--- config.mk ---
export PLATFORM = sky130hd
export DESIGN_NAME = mrc_reset_ctrl
export DESIGN_NICKNAME = d
export VERILOG_FILES = /design/src/mrc_pkg.sv /design/src/mrc_sync_if.sv /design/src/mrc_reset_ctrl.sv /design/src/mrc_sync.sv
export SDC_FILE = /design/constraint.sdc
export NUM_CORES = 1
export LEC_CHECK = 0
export BUFFER_PORTS_ARGS = -buffer_cell sky130_fd_sc_hd__buf_2
export CORE_MARGIN = 8
export CORE_UTILIZATION = 42
export CTS_BUF_LIST = sky130_fd_sc_hd__clkbuf_16
export DETAILED_ROUTE_END_ITERATION = 16
export PLACE_DENSITY = 0.82
export SKIP_CTS_REPAIR_TIMING = 1
export SLEW_MARGIN = 20
export SYNTH_ARGS = -nofsm -noshare
export SYNTH_HDL_FRONTEND = slang
export SYNTH_HIERARCHICAL = 1
export SYNTH_SLANG_ARGS = --single-unit
--- constraint.sdc ---
create_clock -name clk_sys_in -period 2.2 [get_ports clk_sys_in]
set_input_delay 0 -clock clk_sys_in [delete_from_list [all_inputs] [get_ports clk_sys_in]]
set_output_delay 0 -clock clk_sys_in [all_outputs]
set_load 0.03 [all_outputs]
--- src/mrc_pkg.sv ---
// Package with constants and types of the reset controller.
package mrc_pkg;
	localparam int unsigned CLK_MHZ = 250;
	localparam int unsigned WAIT_FCC_PERIODS = 56;
	localparam logic [7:0] WAIT_CYCLES = 8'(WAIT_FCC_PERIODS);
	localparam logic [12:0] VEC_ADDR_HI = 13'h0000;
	localparam logic [12:0] VEC_ADDR_LO = 13'h0001;
	localparam int unsigned PC_HI_LSB = 8;
	localparam int unsigned RBE_BIT = 6;
	localparam int unsigned MBE_BIT = 7;
	localparam logic [3:0] SBS_RESET = 4'h8;
	localparam logic [7:0] MODULO_RESET = 8'hff;
	localparam logic [7:0] ZERO8 = 8'h00;
	localparam logic [3:0] ZERO4 = 4'h0;
	typedef enum logic [2:0] {
		MRC_HOLD = 3'b000,
		MRC_WAIT = 3'b001,
		MRC_FETCH_HI = 3'b011,
		MRC_FETCH_LO = 3'b010,
		MRC_RUN = 3'b110
	} mrc_state_t;
endpackage : mrc_pkg

--- src/mrc_sync_if.sv ---
// Interface carrying the external reset pin, raw and synchronised, between the synchroniser and the main controller.
`timescale 1ns/10ps
`default_nettype none
interface mrc_sync_if;
	logic pin_rst_n_raw;
	logic pin_rst_n_sync;
	modport sync (input pin_rst_n_raw, output pin_rst_n_sync);
	modport user (output pin_rst_n_raw, input pin_rst_n_sync);
endinterface : mrc_sync_if
`default_nettype wire

--- src/mrc_reset_ctrl.sv ---
// Reset controller: merges reset sources, waits, fetches the vector, drives reset values.
//
// Implementation choices: the register addresses and the address-and-strobe port.
`timescale 1ns/10ps
`default_nettype none
module mrc_reset_ctrl (
	input wire logic clk_sys_in,
	input wire logic sys_rst_in,
	input wire logic ext_reset_n_in,
	input wire logic wdt_reset_req_in,
	input wire logic standby_in,
	input wire logic [7:0] prog_rdata_in,
	output logic [12:0] prog_addr_out,
	output logic prog_rd_out,
	output logic internal_reset_out,
	output logic init_strobe_out,
	output logic preserve_state_out,
	output logic cpu_run_out,
	output logic [12:0] program_counter_out,
	output logic mem_bank_enable_out,
	output logic reg_bank_enable_out,
	output logic [2:0] skip_flags_out,
	output logic [1:0] int_status_flags_out,
	output logic [3:0] stack_bank_select_out,
	output logic [3:0] mem_bank_select_out,
	output logic [3:0] reg_bank_select_out,
	output logic [3:0] interval_mode_reg_out,
	output logic watchdog_enable_flag_out,
	output logic [7:0] timer0_count_out,
	output logic [7:0] timer0_modulo_out,
	output logic [7:0] timer0_mode_out,
	output logic timer0_out_enable_out,
	output logic timer0_out_flipflop_out,
	output logic [7:0] timer1_count_out,
	output logic [7:0] timer1_modulo_out,
	output logic [7:0] timer1_mode_out,
	output logic timer1_out_enable_out,
	output logic timer1_out_flipflop_out,
	output logic [7:0] clock_timer_mode_out,
	output logic [7:0] serial_op_mode_out,
	output logic [7:0] serial_bus_control_out,
	output logic [3:0] processor_clock_ctrl_out,
	output logic [3:0] system_clock_ctrl_out,
	output logic [3:0] clock_out_mode_out,
	output logic [3:0] sub_osc_ctrl_out,
	output logic clear_int_request_flags_out,
	output logic clear_int_enable_flags_out,
	output logic [3:0] int_priority_select_out,
	output logic [11:0] ext_int_edge_modes_out,
	output logic port_out_buffer_en_out,
	output logic clear_port_latches_out,
	output logic [11:0] port_io_modes_out,
	output logic [7:0] pullup_select_regs_out
);
	mrc_sync_if sync_if ();
	mrc_pkg::mrc_state_t state;
	mrc_pkg::mrc_state_t next_state;
	logic [7:0] wait_cnt;
	logic [7:0] next_wait_cnt;
	logic [7:0] vec_hi;
	logic [7:0] next_vec_hi;
	logic [12:0] pc;
	logic [12:0] next_pc;
	logic mem_bank_enable;
	logic next_mbe;
	logic reg_bank_enable;
	logic next_rbe;
	logic preserve;
	logic next_preserve;
	logic wdt_req;
	logic next_wdt_req;
	logic rst_active;
	logic in_reset;
	logic next_in_reset;

	assign sync_if.pin_rst_n_raw = ext_reset_n_in;

	mrc_sync u_sync (
		.clk_sys_in(clk_sys_in),
		.sys_rst_in(sys_rst_in),
		.port_if(sync_if.sync)
	);

	// Watchdog request is on the same clock, registered once to keep the merge glitch free.
	// The pin is read only behind the two-flop synchroniser, never raw.
	assign rst_active = !sync_if.pin_rst_n_sync || wdt_req;

	// Sequence group. A source seen active sends the controller to the hold state at the
	// next edge; once both sources are quiet it waits the fixed count of main clock periods,
	// reads the two vector bytes and only then lets the program run. A source that comes
	// back at any point restarts the whole sequence, so a cut fetch never starts a program.
	always_comb begin
		next_state = state;
		next_wait_cnt = wait_cnt;
		if (rst_active) begin
			// Any source restarts the sequence and holds it in reset.
			next_state = mrc_pkg::MRC_HOLD;
			next_wait_cnt = mrc_pkg::ZERO8;
		end else begin
			case (state)
				mrc_pkg::MRC_HOLD: begin
					next_state = mrc_pkg::MRC_WAIT;
					next_wait_cnt = mrc_pkg::ZERO8;
				end
				mrc_pkg::MRC_WAIT: begin
					next_wait_cnt = wait_cnt + 8'h01;
					if (wait_cnt == mrc_pkg::WAIT_CYCLES - 8'h01) begin
						next_state = mrc_pkg::MRC_FETCH_HI;
						next_wait_cnt = mrc_pkg::ZERO8;
					end
				end
				mrc_pkg::MRC_FETCH_HI: begin
					next_state = mrc_pkg::MRC_FETCH_LO;
				end
				mrc_pkg::MRC_FETCH_LO: begin
					next_state = mrc_pkg::MRC_RUN;
				end
				mrc_pkg::MRC_RUN: begin
					next_state = mrc_pkg::MRC_RUN;
				end
				default: begin
					next_state = mrc_pkg::MRC_HOLD;
					next_wait_cnt = mrc_pkg::ZERO8;
				end
			endcase
		end
	end

	always_ff @(posedge clk_sys_in or posedge sys_rst_in) begin
		if (sys_rst_in) begin
			state <= mrc_pkg::MRC_HOLD;
			wait_cnt <= mrc_pkg::ZERO8;
		end else begin
			state <= next_state;
			wait_cnt <= next_wait_cnt;
		end
	end

	// Vector group: the two program bytes and what is taken from them.
	// The fetch steps only advance while no source is active.
	always_comb begin
		next_vec_hi = vec_hi;
		next_pc = pc;
		next_mbe = mem_bank_enable;
		next_rbe = reg_bank_enable;
		if (!rst_active && state == mrc_pkg::MRC_FETCH_HI) begin
			// Address 0000H was presented in the previous cycle; data arrives now.
			next_vec_hi = prog_rdata_in;
		end
		if (!rst_active && state == mrc_pkg::MRC_FETCH_LO) begin
			// The whole vector is taken in one cycle, so no half-loaded start address is seen.
			next_pc = {vec_hi[4:0], prog_rdata_in};
			next_rbe = vec_hi[mrc_pkg::RBE_BIT];
			next_mbe = vec_hi[mrc_pkg::MBE_BIT];
		end
	end

	always_ff @(posedge clk_sys_in or posedge sys_rst_in) begin
		if (sys_rst_in) begin
			vec_hi <= mrc_pkg::ZERO8;
			pc <= 13'h0000;
			mem_bank_enable <= 1'b0;
			reg_bank_enable <= 1'b0;
		end else begin
			vec_hi <= next_vec_hi;
			pc <= next_pc;
			mem_bank_enable <= next_mbe;
			reg_bank_enable <= next_rbe;
		end
	end

	// Source group: the watchdog request registered once, and the standby mark of the last
	// reset that stopped a running program.
	always_comb begin
		next_wdt_req = wdt_reset_req_in;
		next_preserve = preserve;
		if (rst_active && state == mrc_pkg::MRC_RUN) begin
			// Only the reset that stops a running program decides; restarts keep the mark.
			next_preserve = standby_in;
		end
	end

	always_ff @(posedge clk_sys_in or posedge sys_rst_in) begin
		if (sys_rst_in) begin
			preserve <= 1'b0;
			wdt_req <= 1'b0;
		end else begin
			preserve <= next_preserve;
			wdt_req <= next_wdt_req;
		end
	end

	// Reset line group: the internal reset comes from a flip-flop so the peripherals
	// never see a decode glitch while the state moves between codes.
	always_comb begin
		next_in_reset = (next_state != mrc_pkg::MRC_RUN);
	end

	always_ff @(posedge clk_sys_in or posedge sys_rst_in) begin
		if (sys_rst_in) begin
			in_reset <= 1'b1;
		end else begin
			in_reset <= next_in_reset;
		end
	end

	// Vector fetch: address 0000H is issued in the last wait cycle, 0001H in the next.
	// A source that returns mid-fetch drops the strobe at once, so no stray read is issued.
	always_comb begin
		prog_rd_out = 1'b0;
		prog_addr_out = mrc_pkg::VEC_ADDR_HI;
		if (state == mrc_pkg::MRC_WAIT && wait_cnt == mrc_pkg::WAIT_CYCLES - 8'h01
			&& !rst_active) begin
			prog_rd_out = 1'b1;
			prog_addr_out = mrc_pkg::VEC_ADDR_HI;
		end else if (state == mrc_pkg::MRC_FETCH_HI && !rst_active) begin
			prog_rd_out = 1'b1;
			prog_addr_out = mrc_pkg::VEC_ADDR_LO;
		end
	end

	assign internal_reset_out = in_reset;
	assign init_strobe_out = in_reset;
	// Blocks holding carry, RAM, registers, shift and slave address and bit buffers
	// keep contents when this is high; otherwise their contents are undefined.
	assign preserve_state_out = preserve;
	assign cpu_run_out = !in_reset;
	// Vector results stand from the first run cycle until a system reset clears them or the next sequence loads them.
	assign program_counter_out = pc;
	assign mem_bank_enable_out = mem_bank_enable;
	assign reg_bank_enable_out = reg_bank_enable;

	// Reset values offered to the peripheral blocks, loaded while init_strobe_out is high.
	assign skip_flags_out = 3'h0;
	assign int_status_flags_out = 2'h0;

	// Stack and bank selection.
	assign stack_bank_select_out = mrc_pkg::SBS_RESET;
	assign mem_bank_select_out = mrc_pkg::ZERO4;
	assign reg_bank_select_out = mrc_pkg::ZERO4;

	// Interval timer and watchdog.
	assign interval_mode_reg_out = mrc_pkg::ZERO4;
	assign watchdog_enable_flag_out = 1'b0;

	// Timer and event counter.
	assign timer0_count_out = mrc_pkg::ZERO8;
	assign timer0_modulo_out = mrc_pkg::MODULO_RESET;
	assign timer0_mode_out = mrc_pkg::ZERO8;
	assign timer0_out_enable_out = 1'b0;
	assign timer0_out_flipflop_out = 1'b0;

	// Timer counter.
	assign timer1_count_out = mrc_pkg::ZERO8;
	assign timer1_modulo_out = mrc_pkg::MODULO_RESET;
	assign timer1_mode_out = mrc_pkg::ZERO8;
	assign timer1_out_enable_out = 1'b0;
	assign timer1_out_flipflop_out = 1'b0;

	// Clock timer and serial interface.
	assign clock_timer_mode_out = mrc_pkg::ZERO8;
	assign serial_op_mode_out = mrc_pkg::ZERO8;
	assign serial_bus_control_out = mrc_pkg::ZERO8;

	// Clock generator, clock output and sub-oscillator.
	assign processor_clock_ctrl_out = mrc_pkg::ZERO4;
	assign system_clock_ctrl_out = mrc_pkg::ZERO4;
	assign clock_out_mode_out = mrc_pkg::ZERO4;
	assign sub_osc_ctrl_out = mrc_pkg::ZERO4;

	// Interrupt controller: request and enable flags clear while reset is held.
	assign clear_int_request_flags_out = in_reset;
	assign clear_int_enable_flags_out = in_reset;
	assign int_priority_select_out = mrc_pkg::ZERO4;
	assign ext_int_edge_modes_out = 12'h000;

	// Ports: buffers stay off and latches clear until the program runs.
	assign port_out_buffer_en_out = !in_reset;
	assign clear_port_latches_out = in_reset;
	assign port_io_modes_out = 12'h000;
	assign pullup_select_regs_out = mrc_pkg::ZERO8;
endmodule : mrc_reset_ctrl
`default_nettype wire

--- src/mrc_sync.sv ---
// Two-stage synchroniser for the external reset pin.
`timescale 1ns/10ps
`default_nettype none
module mrc_sync (
	input wire logic clk_sys_in,
	input wire logic sys_rst_in,
	mrc_sync_if.sync port_if
);
	logic stage1;
	logic stage2;
	logic next_stage1;
	logic next_stage2;
	always_comb begin
		next_stage1 = port_if.pin_rst_n_raw;
		next_stage2 = stage1;
	end
	// Resets to the asserted level so the pin counts as active until sampled.
	always_ff @(posedge clk_sys_in or posedge sys_rst_in) begin
		if (sys_rst_in) begin
			stage1 <= 1'b0;
			stage2 <= 1'b0;
		end else begin
			stage1 <= next_stage1;
			stage2 <= next_stage2;
		end
	end
	assign port_if.pin_rst_n_sync = stage2;
endmodule : mrc_sync
`default_nettype wire

==> qor.csv <==
metric,value,unit
dieArea,9660,sq um
crit_chain,nand3b_1 > or2_1 > nor2_4 > mux2_2,
yosysWarnings,6,
finalClockSkew,0.00448,ns
htree_levels,2,
hpwl,4.38,mm
grt_max_degree,21,
timing.final.crit_period,1.91,ns
start_util,42.5,%
p_comb_share,24.1,%
cts_tree,yes,
hold_path_class,in -> reg,
antenna_found_initial,0,
clock_path_buffers,2,
setup_viol,0,
drive_above_1_share,21.9,%
p_per_area,668,nW/um^2
cp.required,2.36,ns
grtUsageTotal,9.98,%
vias,1525,
wl,5.26,mm
peakVddDrop,509,uV
worst_pin_slew,0.613,ns
p_sw,658,uW
synth_area,2840,sq um
wl_per_cell,12.7,microns
cpPeakStageDelay,0.40,ns
p_seq_share,39.8,%
rsz0062_at_grt,no,
switching_share,36.4,%
gr-total-overflow,0,
clkSlewWorstSetupHoldPaths,0.05,ns
r2r_start,wdt_req,
numCtsBuffers,5,
nets,347,
whs_path_depth,2,
cpLargestDelayFamily,simple AND/OR/NAND/NOR gates,
setup_slack,0.293,ns
fmax,524,MHz
ys_ff_latch,38,
avgSynthCellArea,9.94,sq um
synth_area_leaders,"buf_4 (44%), dfrtp_1 (33%), mux2_2 (9.1%)",
initialDrtViolationCount,25,
crit_path_top_delay_cell,dfrtp_1,
rrSetupSlack,0.29,ns
ctsRootBufferMaster,clkbuf_16,
synth_top_area_share,44.1,%
syn_inst,286,
finalHoldViolations,0,
ys_types,32,
core_region_area,6680,sq um
status,"finished, final reports clean",
drv_cap,0,
reg2reg_to,program_counter_out[11],
die-width,98.3,microns
drc,0,
yosys.area.top_type,buf_4,
holdPathEnd,program_counter_out[2],
grt_pass1_vias,1607,
worstSetupPathType,reg -> reg,
utilization,40.4,%
finalSetupTns,0,ns
start_kind,flop,
crit_fanout,15,
relSlewSlack,59.1,%
rows,30,
first_pass_iters,5,
grt_pass1_wl,7.94,mm
area_delta_synth_final,-4.93,%
arrival,2.07,ns
maxSlewViolCount,0,
min_from,prog_rdata_in[2],
ioPinCount,200,
viasPerCell,3.69,
reg2reg_depth,4,
die_h,98.3,microns
n_antenna_cell,0,
routabilityCongestion,0.774,
synth_seq_area_share,33.5,%
internal_power,1150,uW
power.share.clock,36.1,%
portBuffers,37,
power_leakage,0.00156,uW
timing.final.crit_share,86.7,%
cp_num_buf_inv,0,
ant_nets,0,
cts.sinks,38,
cp-end-kind,flop,
post-place-ws,0.306,ns
insertion_delay,0.28,ns
[worst register-to-register path, stage by stage (launching register included)]
cell and delay (ns):
dfrtp_1 0.40, nand3b_1 0.27, or2_1 0.32, nor2_4 0.39, mux2_2 0.41
[routing by layer]
metal / track usage [%] / share of wire (%)
met5: 0 / 0
met4: 4.72 / 0.99
met3: 6.26 / 14
met2: 18.1 / 53
met1: 8.36 / 32
[layout by cell type (no fill, tap or decap), drive strengths merged, types with 3 or more instances in the layout]
cell	netlist	routed
dlygate4sd3	0	11
and2	3	3
nand4	3	3
inv	8	10
dfrtp	37	37
o22ai	3	3
nor2	3	3
clkbuf	0	5
mux2	23	23
a31oi	5	5
nand2	6	6
conb	2	162
buf	169	38
nand3	3	3
[final cells by class]
| class | instances | area, sq um |
|---|---|---|
| sequential | 38 | 952 |
| clock buffer | 5 | 125 |
| inverter | 8 | 30.0 |
| fill | 639 | 3980 |
| tap | 80 | 100 |
| timing repair buffer | 49 | 303 |
| multi-input combinational | 231 | 1180 |
| clock inverter | 2 | 7.51 |
[state kept, by name (all words and copies together), names as in the netlist]
signal                         count
clear_int_enable_flags_out         1
mem_bank_enable_out                1
preserve_state_out                 1
program_counter_out               13
reg_bank_enable_out                1
state                              3
u_sync/next_stage2                 1
u_sync/port_if.pin_rst_n_sync      1
vec_hi                             7
wait_cnt                           8
wdt_req                            1
[metrics by stage]
stage | total power, uW | area, sq um | cells | hold slack [ns]
final | 1810 | 2700 | 413 | 0.00323
after global routing | 1880 | 2700 | 413 | -0.00191
after CTS | 1790 | 2590 | 402 | -0.428
after detailed placement | 1140 | 2460 | 395 | -0.129
after global placement | 1130 | 2460 | 395 | -0.136
after floorplan | 1340 | 3440 | 446 | -0.259
[cell usage after synthesis]
cell type / number
conb_1: 2
or4b_1: 1
dfrtp_1: 37
nand3_1: 3
dfstp_2: 1
and3_2: 1
o31ai_1: 2
mux2_2: 23
nand2_1: 5
nor3_1: 1
buf_4: 167
o21ai_0: 2
nand4_1: 3
o22ai_1: 3
nor2_4: 1
nor2_1: 2
and2_2: 2
nand3b_1: 1
a32o_1: 1
ha_1: 1
mux2i_1: 2
nand2_2: 1
nor3b_1: 2
or2_1: 1
nand2b_1: 2
nor4b_4: 1
buf_6: 2
a21oi_1: 1
nand4b_1: 1
inv_1: 8
a31oi_1: 5
and2_1: 1
[worst max path at each step]
stage	endpoint	cells after the start	from
after floorplan	program_counter_out[0]	5	wdt_req
after global placement	program_counter_out[3]	4	wdt_req
after detailed placement	program_counter_out[11]	4	wdt_req
after CTS	program_counter_out[11]	4	wdt_req
after global routing	program_counter_out[0]	4	wdt_req
final	program_counter_out[11]	4	wdt_req
[power by group through the flow]
stage / combinational, uW / sequential [uW] / clock, uW
2_1_floorplan: 607 / 731 / 0
3_3_place_gp: 403 / 730 / 0
3_5_place_dp: 405 / 731 / 0
4_1_cts: 405 / 719 / 669
5_1_grt: 458 / 720 / 704
6_report: 436 / 719 / 651
[cells by family (layout without fill, tap and decap cells)]
kind of cell / Yosys count / in the layout / share of synthesized area [%]
adder cells (fa/ha/maj): 1 / 1 / 0.440
AND/OR/NAND/NOR: 29 / 29 / 6.87
AO/OA/AOI/OAI: 14 / 14 / 3.17
other: 2 / 162 / 0.264
buffers and inverters: 177 / 64 / 46.0
flip-flops: 38 / 38 / 33.5
multiplexers: 25 / 25 / 9.82
No activity file was read; power rests on OpenSTA's default activity.
